<file path="src/dual_dac_consts.svh">
`ifndef DUAL_DAC_CONSTS_SVH
`define DUAL_DAC_CONSTS_SVH

// serial word layout
`define WORD_BITS      16
`define CNT_W          5
`define SEL_HI_POS     15
`define SPEED_POS      14
`define PDOWN_POS      13
`define SEL_LO_POS     12
`define DATA_MSB_POS   11
`define DATA_LSB_POS   4
`define CODE_MSB_POS   11
`define PAD_MSB_POS    3
`define SHIFT_MSB_POS  14

// output code width and padding
`define CODE_BITS      12
`define PAD_ZERO       4'h0

// register-select codes {high, low}
`define SEL_B_AND_BUF  2'h0
`define SEL_BUF_ONLY   2'h1
`define SEL_A_COPY_B   2'h2
`define SEL_RESERVED   2'h3

// power-on values and bit counter constants
`define RST_CODE       12'h000
`define RST_WORD       16'h0000
`define RST_CNT        5'h00
`define CNT_ONE        5'h01
`define CNT_FULL       5'h10
`define CNT_LAST       5'h0f

`endif

</file>
<file path="src/dual_dac_pkg.sv">
package dual_dac_pkg;

    // framing of one serial word
    typedef enum {
        FR_IDLE,
        FR_SHIFT,
        FR_HELD
    } frame_e;

    // register-select pair {high, low}
    typedef logic [1:0] sel_t;

endpackage : dual_dac_pkg

</file>
<file path="src/dual_dac_serial_loader.sv">
`include "dual_dac_consts.svh"

// How it works
// RULE1: power-on reset clears channel, buffer and control latches to zero.
// RULE2: after select falls, bits shift in on serial clock falling edges, MSB first.
// RULE3: after sixteen bits or select rising, the word moves to the chosen latches.
// RULE4: word is four program bits, eight data bits MSB first, four zeros.
// RULE5: bit 14 picks settling speed: 0 slow, 1 fast.
// RULE6: bit 13 set powers down regardless of other bits; clear means normal.
// RULE7: speed and power-down both start at zero after power-up.
// RULE8: select 00 loads channel B latch and the buffer latch.
// RULE9: select 01 loads only the buffer; channel latches untouched.
// RULE10: select 10 loads channel A and copies the buffer into channel B.
// RULE11: select 11 is reserved and changes no latch; the code still loads the speed and power-down bits.
// RULE12: twelve-bit output code spans 0x000 to 0xff0, low four bits zero.
// RULE13: host drops select with a falling edge before clocking a word.
// RULE14: byte-wide hosts send two bytes with select held low throughout.
// RULE15: latches update automatically on the sixteenth rising serial clock edge.
// RULE16: host keeps serial clock at or below 20 MHz.
// RULE17: buffered update changes both channels together after channel A word.
module dual_dac_serial_loader
    import dual_dac_pkg::*;
#(
    parameter int DATA_BITS = 8
) (
    // system clock and reset
    input  wire logic                  sys_clk,
    input  wire logic                  rst_n,
    // serial pins from the host
    input  wire logic                  sclk,
    input  wire logic                  cs_n,
    input  wire logic                  din,
    // channel codes toward the converters
    output logic [`CODE_BITS-1:0]      dac_a_code_q,
    output logic [`CODE_BITS-1:0]      dac_b_code_q,
    output logic [`CODE_BITS-1:0]      buffer_code_q,
    // control latch
    output logic                       fast_mode_q,
    output logic                       power_down_q,
    // one-cycle pulse after each latch transfer
    output logic                       word_done_q
);

    // the word layout is fixed at eight data bits plus four program and four pad bits
    if (DATA_BITS != `DATA_MSB_POS - `DATA_LSB_POS + 1) begin : g_bad_width
        $error("dual_dac_serial_loader: DATA_BITS must be 8");
    end

    logic              sclk_s1_q, sclk_s2_q, sclk_s3_q;
    logic              cs_s1_q, cs_s2_q;
    logic              din_s1_q, din_s2_q, din_s3_q;
    logic              sclk_fall, sclk_rise, cs_low;
    frame_e            frame_q;
    logic [`CNT_W-1:0] bit_cnt_q;
    logic [`WORD_BITS-1:0] shift_q;
    logic              commit_full, commit_early, commit;
    logic              register_select_high, register_select_low;
    logic              speed_select_bit, power_down_bit;
    sel_t              sel;
    logic [`CODE_BITS-1:0] new_code;

    // two flip-flops on every pin; a third stage on sclk finds edges and on din holds the sample taken before them
    // clock stages reset to the parked-high level so release shows no false edge
    always_ff @(posedge sys_clk) begin
        if (!rst_n) begin
            sclk_s1_q <= 1'b1;
            sclk_s2_q <= 1'b1;
            sclk_s3_q <= 1'b1;
            cs_s1_q   <= 1'b1;
            cs_s2_q   <= 1'b1;
            din_s1_q  <= 1'b0;
            din_s2_q  <= 1'b0;
            din_s3_q  <= 1'b0;
        end else begin
            sclk_s1_q <= sclk;
            sclk_s2_q <= sclk_s1_q;
            sclk_s3_q <= sclk_s2_q;
            cs_s1_q   <= cs_n;
            cs_s2_q   <= cs_s1_q;
            din_s1_q  <= din;
            din_s2_q  <= din_s1_q;
            din_s3_q  <= din_s2_q;
        end
    end

    // din is taken one sample before the falling edge is seen, because the host
    // only holds data 5 ns past the edge, less than one system clock
    assign sclk_fall = sclk_s3_q & ~sclk_s2_q;
    assign sclk_rise = ~sclk_s3_q & sclk_s2_q;
    assign cs_low    = ~cs_s2_q;

    // framing: a word opens when select falls and is done once it is committed
    always_ff @(posedge sys_clk) begin
        if (!rst_n) begin
            frame_q <= FR_IDLE;
        end else begin
            unique case (frame_q)
                FR_IDLE: begin
                    if (cs_low) begin // RULE13
                        frame_q <= FR_SHIFT;
                    end
                end
                FR_SHIFT: begin
                    if (!cs_low) begin
                        frame_q <= FR_IDLE;
                    end else if (commit_full) begin
                        frame_q <= FR_HELD;
                    end
                end
                FR_HELD: begin
                    if (!cs_low) begin
                        frame_q <= FR_IDLE;
                    end
                end
            endcase
        end
    end

    // bit counter; extra clocks after the sixteenth bit are ignored
    always_ff @(posedge sys_clk) begin
        if (!rst_n) begin
            bit_cnt_q <= `RST_CNT;
        end else if (frame_q != FR_SHIFT) begin
            bit_cnt_q <= `RST_CNT;
        end else if (sclk_fall && bit_cnt_q != `CNT_FULL) begin
            bit_cnt_q <= bit_cnt_q + `CNT_ONE;
        end
    end

    // shift register, most significant bit arrives first
    // shifting stops at sixteen so trailing clocks cannot push program bits out
    always_ff @(posedge sys_clk) begin
        if (!rst_n) begin
            shift_q <= `RST_WORD; // RULE1
        end else if (frame_q == FR_SHIFT && cs_low && sclk_fall
                     && bit_cnt_q != `CNT_FULL) begin
            shift_q <= {shift_q[`SHIFT_MSB_POS:0], din_s3_q}; // RULE2
        end
    end

    // transfer on the sixteenth rising edge, or early when select rises mid-word
    assign commit_full  = frame_q == FR_SHIFT && cs_low && sclk_rise
                          && bit_cnt_q == `CNT_FULL; // RULE15
    assign commit_early = frame_q == FR_SHIFT && !cs_low && bit_cnt_q != `RST_CNT;
    assign commit       = commit_full || commit_early; // RULE3

    // program field decode
    assign register_select_high = shift_q[`SEL_HI_POS]; // RULE4
    assign speed_select_bit     = shift_q[`SPEED_POS];
    assign power_down_bit       = shift_q[`PDOWN_POS];
    assign register_select_low  = shift_q[`SEL_LO_POS];
    assign sel                  = {register_select_high, register_select_low};
    assign new_code = {shift_q[`DATA_MSB_POS:`DATA_LSB_POS], `PAD_ZERO}; // RULE12

    // control latch: power-down overrides everything else in the word
    // speed is kept across a power-down word; the word that wakes the part loads its own speed bit
    always_ff @(posedge sys_clk) begin
        if (!rst_n) begin
            fast_mode_q  <= 1'b0; // RULE7
            power_down_q <= 1'b0; // RULE7
        end else if (commit) begin
            if (power_down_bit) begin
                power_down_q <= 1'b1; // RULE6
            end else begin
                power_down_q <= 1'b0; // RULE6
                fast_mode_q  <= speed_select_bit; // RULE5
            end
        end
    end

    // channel and buffer latches; pad bits are forced zero, not taken from the wire
    always_ff @(posedge sys_clk) begin
        if (!rst_n) begin
            dac_a_code_q  <= `RST_CODE; // RULE1
            dac_b_code_q  <= `RST_CODE; // RULE1
            buffer_code_q <= `RST_CODE; // RULE1
        end else if (commit && !power_down_bit) begin
            unique case (sel)
                `SEL_B_AND_BUF: begin
                    dac_b_code_q  <= new_code; // RULE8
                    buffer_code_q <= new_code; // RULE8
                end
                `SEL_BUF_ONLY: begin
                    buffer_code_q <= new_code; // RULE9
                end
                `SEL_A_COPY_B: begin
                    dac_a_code_q <= new_code; // RULE10
                    dac_b_code_q <= buffer_code_q; // RULE17
                end
                `SEL_RESERVED: begin
                    dac_a_code_q <= dac_a_code_q; // RULE11
                end
            endcase
        end
    end

    // transfer pulse lets the analog side know the codes just moved
    always_ff @(posedge sys_clk) begin
        if (!rst_n) begin
            word_done_q <= 1'b0;
        end else begin
            word_done_q <= commit;
        end
    end
endmodule : dual_dac_serial_loader

</file>
<file path="config.mk">
export PLATFORM = sky130hd
export DESIGN_NAME = dual_dac_serial_loader
export DESIGN_NICKNAME = d
export VERILOG_FILES = /design/src/dual_dac_pkg.sv /design/src/dual_dac_serial_loader.sv
export VERILOG_INCLUDE_DIRS = /design/src
export SDC_FILE = /design/constraint.sdc
export NUM_CORES = 1
export LEC_CHECK = 0
export BUFFER_PORTS_ARGS = -buffer_cell sky130_fd_sc_hd__buf_4
export CORE_MARGIN = 2
export CORE_UTILIZATION = 49
export DETAILED_ROUTE_END_ITERATION = 6
export GPL_ROUTABILITY_DRIVEN = 0
export HOLD_SLACK_MARGIN = 0.05
export PLACE_DENSITY = 0.73
export SLEW_MARGIN = 20
export SYNTH_ARGS = -nofsm -noshare
export SYNTH_HDL_FRONTEND = slang
export SYNTH_SLANG_ARGS = --single-unit
</file>
<file path="constraint.sdc">
create_clock -name sys_clk -period 1.7 [get_ports sys_clk]
set_input_delay 0 -clock sys_clk [delete_from_list [all_inputs] [get_ports sys_clk]]
set_output_delay 0 -clock sys_clk [all_outputs]
set_load 0.005 [all_outputs]
</file>
**After elaboration in Yosys (flattened, before gate mapping)**

Cells that the tools add are included.

- $add $sub $neg: 1
- Eq/ne operators: 11
- Multiplexer cells: 7
- Bitwise operators: 7
- Reductions and logical operators: 22

Operators by type and width:

| cell | count |
|---|---|
| 32-bit two-way mux | 4 |
| 32-bit one-hot mux with 3 select lines | 1 |
| 32-bit by 2-bit equality test with 1-bit output (second input constant) | 2 |
| 32-bit by 1-bit equality test with 1-bit output (second input constant) | 1 |
| 32-bit logical NOT | 1 |
| 32-bit by 2-bit inequality test with 1-bit output (second input constant) | 1 |
| 12-bit one-hot mux with 2 select lines | 1 |
| 1-bit logical AND | 9 |
| 2-bit AND reduction | 4 |
| 5-bit by 1-bit adder with 5-bit output (second input constant) | 1 |
| 5-bit equality test (second input constant) | 1 |
| 5-bit inequality test (second input constant) | 1 |
| 1-bit NOT | 5 |
| 5-bit nonzero test | 1 |
| 2-bit inequality test (second input constant) | 2 |
| 2-bit OR reduction | 2 |
| 3-bit inequality test (second input constant) | 1 |
| 3-bit AND reduction | 1 |
| 1-bit bitwise AND | 2 |
| 2-bit by 1-bit equality test with 1-bit output (second input constant) | 1 |
| 2-bit equality test (second input constant) | 1 |
| 2-bit logical NOT | 1 |
| 2-bit nonzero test | 1 |
| 1-bit logical NOT | 1 |
| other kinds (2) | 2 |

- Flip-flop bits (word level): 92
- Bits of input ports: 5
- Output and inout bits: 39
- Logic and storage cells: 65

**Depth between registers and ports, before layout**

Gate-level depths: netlist (run 1).

- Depth after elaboration: 7
- Depth in mapped cells: 8
- Depth with buffers taken out: 6

**Worst setup path after synthesis (run 1)**

OpenSTA, ideal clock, no wires.

- Path kind: register -> register
- Start point: register bit_cnt_q[0]
- End point: register shift_q[10]
- Library setup time: 0.116 ns
- Arrival: 1.765 ns
- Required time: 1.584 ns
- Setup slack: -0.181 ns
- Cell stages (with the launch flop): 9
- Buffers on the path: 2
- Period minus slack after synthesis: 1.881 ns
- Cell sequence: dfxtp_1 inv_1 ha_1 and4bb_2 nor4bb_1 buf_2 buf_4 mux2i_1 nor2b_1

- Word-level cells in the longest chain between the ends: 2

Ends and longest elaborated chain:

| element | RTL line | RTL |
|---|---|---|
| start, declared | dual_dac_serial_loader.sv:54 | `` logic [`CNT_W-1:0] bit_cnt_q; `` |
| start signal, assigned | dual_dac_serial_loader.sv:122 | `` bit_cnt_q <= `RST_CNT; `` |
| start signal, assigned | dual_dac_serial_loader.sv:124 | `` bit_cnt_q <= `RST_CNT; `` |
| start signal, assigned | dual_dac_serial_loader.sv:126 | `` bit_cnt_q <= bit_cnt_q + `CNT_ONE; `` |
| 5-bit inequality test (no line) | - |  |
| 1-bit logical AND (no line) | - |  |
| end signal, assigned | dual_dac_serial_loader.sv:134 | `` shift_q <= `RST_WORD; `` |
| end signal, assigned | dual_dac_serial_loader.sv:137 | `` shift_q <= {shift_q[`SHIFT_MSB_POS:0], din_s3_q}; `` |
| end, declared | dual_dac_serial_loader.sv:55 | `` logic [`WORD_BITS-1:0] shift_q; `` |

No other way between the ends.
A chain may end at the register's enable or synchronous reset.

**Worst setup path after layout (run 1)**

- Start point: register bit_cnt_q[1]
- End point: register dac_b_code_q[6]

- Word-level cells in the longest chain between the ends: 5
- Elaborated cells between the ends (all ways): 7
- Those cells by class: eq/ne: 1; reduce/logical: 6

Ends and longest elaborated chain:

| element | RTL line | RTL |
|---|---|---|
| 5-bit equality test (no line) / 5-bit nonzero test (equally long branches) | - |  |
| 1-bit logical AND (no line) | - |  |
| 1-bit logical OR (*) | dual_dac_serial_loader.sv:145 | `assign commit = commit_full \|\| commit_early;` |
| 1-bit logical AND (*) | dual_dac_serial_loader.sv:177 | `end else if (commit && !power_down_bit) begin` |
| 2-bit AND reduction (no line) (*) | - |  |
| end signal, assigned | dual_dac_serial_loader.sv:175 | `` dac_b_code_q <= `RST_CODE; `` |
| end signal, assigned | dual_dac_serial_loader.sv:180 | `dac_b_code_q <= new_code;` |
| end signal, assigned | dual_dac_serial_loader.sv:188 | `dac_b_code_q <= buffer_code_q;` |
| end, declared | dual_dac_serial_loader.sv:35 | `` output logic [`CODE_BITS-1:0] dac_b_code_q, `` |

Mark *: on every way between the ends. The rest lies on a longest branch, timed or not.

==> results.md, run 1 <==
* Status: finished, violations left
* Violated checks: setup timing
* Placed instance count at 340
* Ys Warns at 0
* Clock Pin Slew Worst Setup and Hold Paths at 0.06 ns
* Synth area leader: dfxtp_1
* Placed instance area at 2840 um^2
* Critical path, cell by cell: inv_2 > ha_4 > or4b_1 > a32o_2 > and2_4 > o211a_1
* Min cycle time layout at 1.75 ns
* Leakage power at 1.40 nW
* DRC at 0
* Clock Latency Late Sink at 0.32 ns
* Vias post-DR at approximately 1800
* Synth top area share at 0.468
* Setup violators final at 20
* CP top delay family: simple AND/OR/NAND/NOR gates
* Post-Syn Area at 2480 um^2
* Worst hold path class: input port to register
* Final Cycle Share at 1.03
* Clock Skew at 0.00717 ns
* Max Clk Rate at 573 MHz
* Postcts setup bufs at 0
* Die W at 75.2 um
* Vias in the first global route at 1617
* Max-slew violations at 0
* Initial antenna violation count at 0
* Area delta synth->final at 25.9%
* First-pass GRT wire length at 7560 um
* Total global routing overflow at 0
* Antenna Cells at 0
* Syn Inst Count at 242
* TritonCTS clock tree: built
* H-tree levels at 3
* Gr usage total at 0.183
* Max clock buf depth at 2
* # port buffers at 31
* Post-synthesis sequential area ratio at 0.468
* Final WL at 4690 um
* Final non-filler cell total at 360
* Root buffer selected by CTS: clkbuf_8
* Die ar. at roughly 5600 um^2
* Final worst setup slack at -0.0455 ns
* Max cap viols at 0
* Final antenna-violating net count at 0
* CTS sink count at 58
* Worst IR drop on VDD at 616 uV
* Initial drt markers at 119
* RSZ-0062 raised after global routing: yes
* Routed WL per cell at between 10 and 15 um
* Main area contributors after synthesis: dfxtp_1, mux2i_1, nor2b_1
* Final #Nets at 298
* Post-DP HPWL at 3100 um
* Inserted Clock Buffers at 9
* CP Launch Type: register
* Fraction of layout cells with a size suffix above 1 at 0.253
* Critical path fanouts, max at 8
* Synth unique cells at 35
* Syn_area_per_cell at 10.3 um^2
* Pwr per Cell Area at around 910 nW/um^2
* # rows at 25
* Setup CP Type: register to register
* Critical path arrival at 1.96 ns
* Die Y-Extent at 75.2 um
* CP required at 1.91 ns
* Synth Register Bits at 58
* CP Capture Type: register
* Tot Pwr at 2.83 mW
* Area of the core at 4820 um^2
* Pin count of the biggest net entering global routing at 54
* Hold Fails Final Rpt at 0
* Max stage delay on crit path at 0.43 ns
* Bufs and invs on worst path at 1
* Final setup TNS at -0.503 ns
* Critical-path top delay cell: or4b_1
* Fin area at 3120 um^2
* I/O Pins at 44
* DRT Pass-1 Iters at 4
* Initial Util at 0.515
* Vias per inst at 4.88
[through the flow]
step | setup slack [ns] | utilization | hold slack [ns]
final | -0.0455 | 0.648 | 0.104
after global routing | -0.100 | 0.648 | 0.115
after CTS | -0.0291 | 0.643 | 0.0915
after detailed placement | -0.0673 | 0.589 | 0.188
after global placement | -0.0189 | 0.589 | 0.184
after floorplan | -0.124 | - | 0.101
[synth_stat cells]
| master | number |
|---|---|
| nand3_2 | 1 |
| o211a_1 | 8 |
| nand2_2 | 1 |
| buf_4 | 13 |
| nand4_1 | 2 |
| a21oi_1 | 1 |
| ha_1 | 5 |
| conb_1 | 1 |
| o31a_1 | 1 |
| nor2b_1 | 20 |
| and2_4 | 1 |
| and4bb_2 | 1 |
| nor3_1 | 1 |
| and4b_1 | 1 |
| or4b_1 | 1 |
| and2_1 | 4 |
| nand3b_1 | 2 |
| a41o_1 | 1 |
| a32o_2 | 1 |
| clkbuf_1 | 8 |
| nand3_1 | 9 |
| buf_6 | 2 |
| o2bb2ai_1 | 1 |
| nor2_1 | 9 |
| mux2i_1 | 43 |
| xnor2_1 | 2 |
| dfxtp_1 | 58 |
| nand2b_1 | 5 |
| and3b_1 | 1 |
| o41ai_1 | 1 |
| nand2_1 | 26 |
| buf_2 | 2 |
| nor4bb_1 | 2 |
| xor2_1 | 2 |
| inv_1 | 5 |
[layer usage]
metal,share of wire,up-vias,track usage
li1,-,893,-
met1,0.49,819,0.248
met2,0.46,43,0.269
met3,0.045,2,0.0509
met4,0.0043,0,0.0877
met5,0,-,0
[flip-flops by register name, summed over array words and instances, names as in the netlist, 2 cells and up]
register and flops:
frame_q 2, bit_cnt_q 5, buffer_code_q 8, dac_b_code_q 8, dac_a_code_q 8, shift_q 16
[logic make-up after synthesis]
| kind of cell | count (synthesis) | synth area share |
|---|---|---|
| multiplexers | 43 | 0.173 |
| flip-flops | 58 | 0.468 |
| buffers and inverters | 30 | 0.0721 |
| AND/OR/NAND/NOR | 87 | 0.192 |
| other | 1 | 0.00151 |
| XOR/XNOR | 4 | 0.0141 |
| AO/OA/AOI/OAI | 14 | 0.0535 |
| adder cells (fa/ha/maj) | 5 | 0.0252 |
[worst paths after layout]
check | start | to | slack [ns] | cells after the start
min | rst_n | cs_s1_q | 0.10 | 2
max reg2reg | bit_cnt_q[1] | dac_b_code_q[6] | -0.05 | 6
max | bit_cnt_q[1] | dac_b_code_q[6] | -0.05 | 6
min reg2reg | sclk_s1_q | sclk_s2_q | 0.41 | 1
[layout by cell type (no fill, tap or decap), types with 2 or more instances in the layout]
master / count
nand2b_1: 5
o211a_1: 8
nand3b_1: 2
nand4_1: 2
ha_1: 4
dlygate4sd3_1: 3
dfxtp_1: 56
clkbuf_8: 13
nor2b_1: 20
nand3_1: 9
xnor2_1: 2
buf_12: 2
inv_1: 3
nand2_1: 26
mux2i_1: 43
clkbuf_1: 2
nor2_1: 9
xor2_1: 2
conb_1: 12
inv_2: 2
dfxtp_2: 2
and2_1: 4
buf_4: 42
[power by group]
group	switching (mW)	internal, mW	leakage (nW)
Combinational	0.0587	0.0534	0.816
Sequential	0.00773	1.37	0.470
Clock	0.496	0.839	0.110
Total	0.563	2.26	1.40
[timing repair]
action                                  in CTS  in global routing
hold buffers                                 3                  0
resized for setup                            2                  4
endpoints found under the hold margin        3                  0
endpoints found under the setup margin      14                 43
pin swaps                                    0                  2
cloned                                       0                  1
[worst register-to-register path, stage by stage, from the launching register on]
cell and delay [ns]:
dfxtp_2 0.32, inv_2 0.06, ha_4 0.12, or4b_1 0.43
a32o_2 0.32, and2_4 0.19, o211a_1 0.20
[final cells by class]
class	count	area (um^2)
Clock buffer	15	186
Clock inverter	1	30.0
Inverter	5	18.8
Sequential cell	58	1160
Tap cell	67	83.8
Timing Repair Buffer	49	402
Fill cell	425	1690
Multi-Input combinational cell	165	1240
(Power assumes the default switching activity.)
==> run 2: changes to the inputs <==
- RECOVER_POWER: unset -> 25
==> run 2 against run 1 <==
Fmax hardly changed; utilization stayed put; via count is 0.11% higher; register-to-register slack hardly changed; design area stayed put; worst hold slack hardly changed; clock skew hardly changed; the run still ends with setup timing left; sequential share of layout area stayed put; clock power hardly changed.
==> results.md, run 2 (synthesis gave the netlist of run 1 again) <==
* Clock Pin Slew Worst Setup and Hold Paths at 0.06 ns
* Logic pwr share at 0.039
* Critical-path top delay cell: or4b_1
* Setup violators final at 18
* Max stage delay on crit path at 0.43 ns
* Routed WL per cell at ~13 um
* CP Capture Type: register
* Fin util at 0.648
* Total global routing overflow at 0
* Fin area at 3120 um^2
* TritonCTS clock tree: built
* Pin count of the biggest net entering global routing at 54
* Placed instance area at approximately 2800 um^2
* Int Pwr at 2.26 mW
* Critical path fanouts, max at 8
* RSZ-0062 raised after global routing: yes
* Initial antenna violation count at 0
* Leakage power at approximately 1.4 nW
* Vias post-DR at 1759
* # rows at 25
* Die Y-Extent at about 75 um
* H-tree levels at 3
* Part of the power in registers at 0.488
* Postcts setup bufs at 0
* Placed instance count at 340
* Max cap viols at 0
* Max clock buf depth at 2
* Clock Latency Late Sink at 0.32 ns
* Final antenna-violating net count at 0
* Critical path arrival at 1.96 ns
* CP required at 1.91 ns
* Hold Fails Final Rpt at 0
* Fraction of layout cells with a size suffix above 1 at 0.253
* Final setup TNS at -0.491 ns
* Vias per inst at 4.89
* Largest register FFs at 16
* Area delta synth->final at 25.9%
* I/O Pins at 44
* Status: finished, violations left
* Antenna Cells at 0
* CP Launch Type: register
* Power share of the clock group at 0.472
* Critical path, cell by cell: inv_2 > ha_4 > or4b_1 > a32o_2 > and2_4 > o211a_1
* Net Switching at 0.562 mW
* R2R Setup Slk at -0.05 ns
* Worst IR drop on VDD at 616 uV
* Net Sw Frac at 0.199
* Top reg by flops: shift_q
* Commonest non-fill, non-tap cell in the layout: dfxtp_1
* Die ar. at 5650 um^2
* Max Clk Rate at roughly 570 MHz
* Initial drt markers at around 120
* Worst Hold Slack at roughly 0.10 ns
* Final Cycle Share at 1.03
* CTS sink count at 58
* Inserted Clock Buffers at 9
* # port buffers at 31
* Final #Nets at 298
* Area of the core at about 4800 um^2
* Vias in the first global route at 1617
* Initial Util at 0.515
* Pwr per Cell Area at 905 nW/um^2
* Gr usage total at 0.183
* Final non-filler cell total at 360
* Max-slew violations at 0
* Die W at roughly 75 um
* Clock Skew at about 0.0075 ns
* Violated checks: setup timing
* Final WL at 4680 um
* First-pass GRT wire length at roughly 7600 um
* Min cycle time layout at about 1.7 ns
* Setup CP Type: register to register
* DRT Pass-1 Iters at 4
* Worst hold path class: input port to register
* Root buffer selected by CTS: clkbuf_8
* DRC at 0
* Post-DP HPWL at a little over 3000 um
* Most frequent cells in the layout: dfxtp_1, mux2i_1, buf_4
* Final worst setup slack at -0.0452 ns
## run 2: repair_timing
| action | CTS | global route |
|---|---|---|
| hold endpoints to repair | 3 | 0 |
| endpoints found under the setup margin | 14 | 43 |
| pin swaps | 0 | 2 |
| gates cloned | 0 | 1 |
| resized for setup | 2 | 4 |
| hold buffers | 3 | 0 |
## run 2: critical path: cells and delay by family, from the launching register on
family	cells	cell delay, ns
AND/OR/NAND/NOR	2	0.62
buffers and inverters	1	0.06
adder cells (fa/ha/maj)	1	0.12
flip-flops	1	0.32
AO/OA/AOI/OAI	2	0.52
## run 2: routing by layer
metal  GRT usage  vias up  part of all wire  wire, um
met5           0        -                 0         0
met4      0.0877        0            0.0043        20
met3      0.0509        2             0.044       208
met2       0.269       43              0.46      2160
met1       0.248      821              0.49      2290
li1            -      893                 -         -
## run 2: final cells by class
class | count | area, um^2
inverter | 5 | 18.8
sequential | 58 | 1160
fill | 425 | 1690
timing repair buffer | 49 | 402
multi-input combinational | 165 | 1240
clock inverter | 1 | 30.0
clock buffer | 15 | 186
tap | 67 | 83.8
## run 2: worst paths after layout
check / endpoint / startpoint / cells past startpoint
worst max-delay path: dac_b_code_q[6] / bit_cnt_q[1] / 6
worst min-delay path: cs_s1_q / rst_n / 2
worst max register to register: dac_b_code_q[6] / bit_cnt_q[1] / 6
worst min register to register: sclk_s2_q / sclk_s1_q / 1
## run 2: through the flow
stage / total power [mW] / worst slack [ns]
floorplan: 1.50 / -0.124
global placement: 1.51 / -0.0189
detailed placement: 1.51 / -0.0673
CTS: 2.84 / -0.0291
global route: 2.93 / -0.100
finish: 2.83 / -0.0452
## run 2: power by group through the flow
stage / sequential, mW / clock (mW) / combinational (mW)
floorplan: 1.41 / 0 / 0.0896
global placement: 1.41 / 0 / 0.101
detailed placement: 1.41 / 0 / 0.102
CTS: 1.38 / 1.35 / 0.109
global route: 1.38 / 1.42 / 0.125
finish: 1.38 / 1.34 / 0.112
==> run 3: changes to the inputs <==
- CORE_UTILIZATION: 49 -> 59
- PLACE_DENSITY: 0.73 -> 0.83
- clock period: 1.7 -> 2.05 ns (I/O delays scaled with it)
==> run 3 against run 2 <==
The run now ends clean; die area shrank 16%; register-to-register slack gained 0.20 ns; clock skew grew 0.0011 ns; non-clock buffer count shrank 10; highest routed layer unchanged; sequential power shrank 17%; total power shrank 24%; clock-buffer cell count shrank 3.
==> results.md, run 3 (synthesis gave the netlist of run 1 again) <==
* CP top delay family: simple AND/OR/NAND/NOR gates
* Critical path arrival at 2.15 ns
* Fill count at 326
* R2R Setup Slk at 0.16 ns
* Min cycle time layout at 1.89 ns
* Area delta synth->final at 17.1%
* Critical path, cell by cell: inv_1 > ha_1 > or4b_1 > a32o_2 > nand3_2 > mux2i_1
* Worst Hold Path EP: cs_s2_q
* Critical path origin: bit_cnt_q[0]
* Total global routing overflow at 0
* Final WL at 4470 um
* Bufs and invs on worst path at 1
* Routed WL per cell at ~13 um
* Initial drt markers at 88
* Die Y-Extent at 68.9 um
* Die W at between 60 and 70 um
* RR Endpoint: dac_a_code_q[8]
* DRT Pass-1 Iters at 4
* Max clock buf depth at 2
* Gr usage total at 0.211
* Worst IR drop on VDD at 483 uV
* # port buffers at 31
* RSZ-0062 raised after global routing: no
* Vias in the first global route at 1530
* Antenna Cells at 0
* Clock Latency Late Sink at ~0.34 ns
* Pwr per Cell Area at between 700 and 800 nW/um^2
* CP Capture Type: register
* Critical-path top delay cell: or4b_1
* Root buffer selected by CTS: clkbuf_8
* CP required at 2.31 ns
* Final setup TNS at 0 ns
* TritonCTS clock tree: built
* Hold path cells at 2
* Die ar. at 4740 um^2
* Final Cycle Share at 0.923
* Setup violators final at 0
* Fin util at 0.721
* Setup CP Type: register to register
* Critical path fanouts, max at 8
* DRC at 0
* Hold Fails Final Rpt at 0
* Area of the multi-input gates at 1200 um^2
* Area of the core at approximately 4000 um^2
* Max-slew violations at 0
* CTS sink count at 58
* First-pass GRT wire length at a little over 7000 um
* Slew @ Worst Pin at 0.592 ns
* Placed instance count at 314
* CP Launch Type: register
* Headroom to the max-slew limit at 0.605
* Initial Util at 0.616
* Max stage delay on crit path at 0.43 ns
* Hold wc startpoint: rst_n
* Fraction of layout cells with a size suffix above 1 at 0.195
* Final non-filler cell total at 332
* Vias per inst at 5.13
* Status: finished, final reports clean
* Leakage power at 1.30 nW
* H-tree levels at 3
* Largest register FFs at 16
* Most frequent cells in the layout: dfxtp_1, mux2i_1, nand2_1
* Worst Hold Slack at 0.113 ns
* Commonest non-fill, non-tap cell in the layout: dfxtp_1
* Tot Pwr at 2.13 mW
* Reg-to-Reg Start: bit_cnt_q[0]
* FF+latch area at 1160 um^2
* Worst hold path class: input port to register
* Max Clk Rate at roughly 530 MHz
* Reg2Reg Depth at 6
* Inserted Clock Buffers at 9
* Pin count of the biggest net entering global routing at 65
* Clock Pin Slew Worst Setup and Hold Paths at 0.06 ns
* Vias post-DR at roughly 1700
* # rows at 23
* Clock Skew at 0.00864 ns
* Post-DP HPWL at 3030 um
* Initial antenna violation count at 0
* Final #Nets at 288
* Top reg by flops: shift_q
* Postcts setup bufs at 0
* CP Depth at 6
* Max cap viols at 0
* I/O Pins at 44
* Final antenna-violating net count at 0
run 3: final cells by class:
class,count,area share
sequential,58,0.399
inverter,5,0.00646
timing repair buffer,39,0.102
tap,50,0.0215
clock buffer,12,0.0534
multi-input combinational,165,0.412
clock inverter,3,0.00517
run 3: what timing repair did:
action,in CTS,in global routing
hold buffers,3,0
endpoints found under the hold margin,3,0
resized for setup,0,0
run 3: worst max-delay path by stage:
stage,end,slack (ns)
finish,dac_a_code_q[8],0.16
global placement,dac_a_code_q[7],0.23
CTS,dac_a_code_q[8],0.13
floorplan,shift_q[10],0.17
global route,dac_a_code_q[5],0.06
detailed placement,dac_a_code_q[8],0.13
run 3: routing by layer:
layer,GRT usage,share of wire,vias up
met2,0.286,0.42,34
met5,0,0,-
li1,-,-,874
met1,0.293,0.52,786
met3,0.0877,0.047,10
met4,0.0882,0.017,0
run 3: through the flow:
stage	area [um^2]	setup WS [ns]
after floorplan	2520	0.169
after global placement	2710	0.231
after detailed placement	2710	0.134
after CTS	2910	0.132
after global routing	2910	0.0578
final	2910	0.157
run 3: where the power goes:
| group | switching, mW | leakage (nW) | total (mW) | internal (mW) |
|---|---|---|---|---|
| Combinational | 0.0449 | 0.735 | 0.0826 | 0.0377 |
| Clock | 0.416 | 0.0920 | 0.907 | 0.491 |
| Sequential | 0.00722 | 0.469 | 1.15 | 1.14 |
| Total | 0.468 | 1.30 | 2.13 | 1.67 |
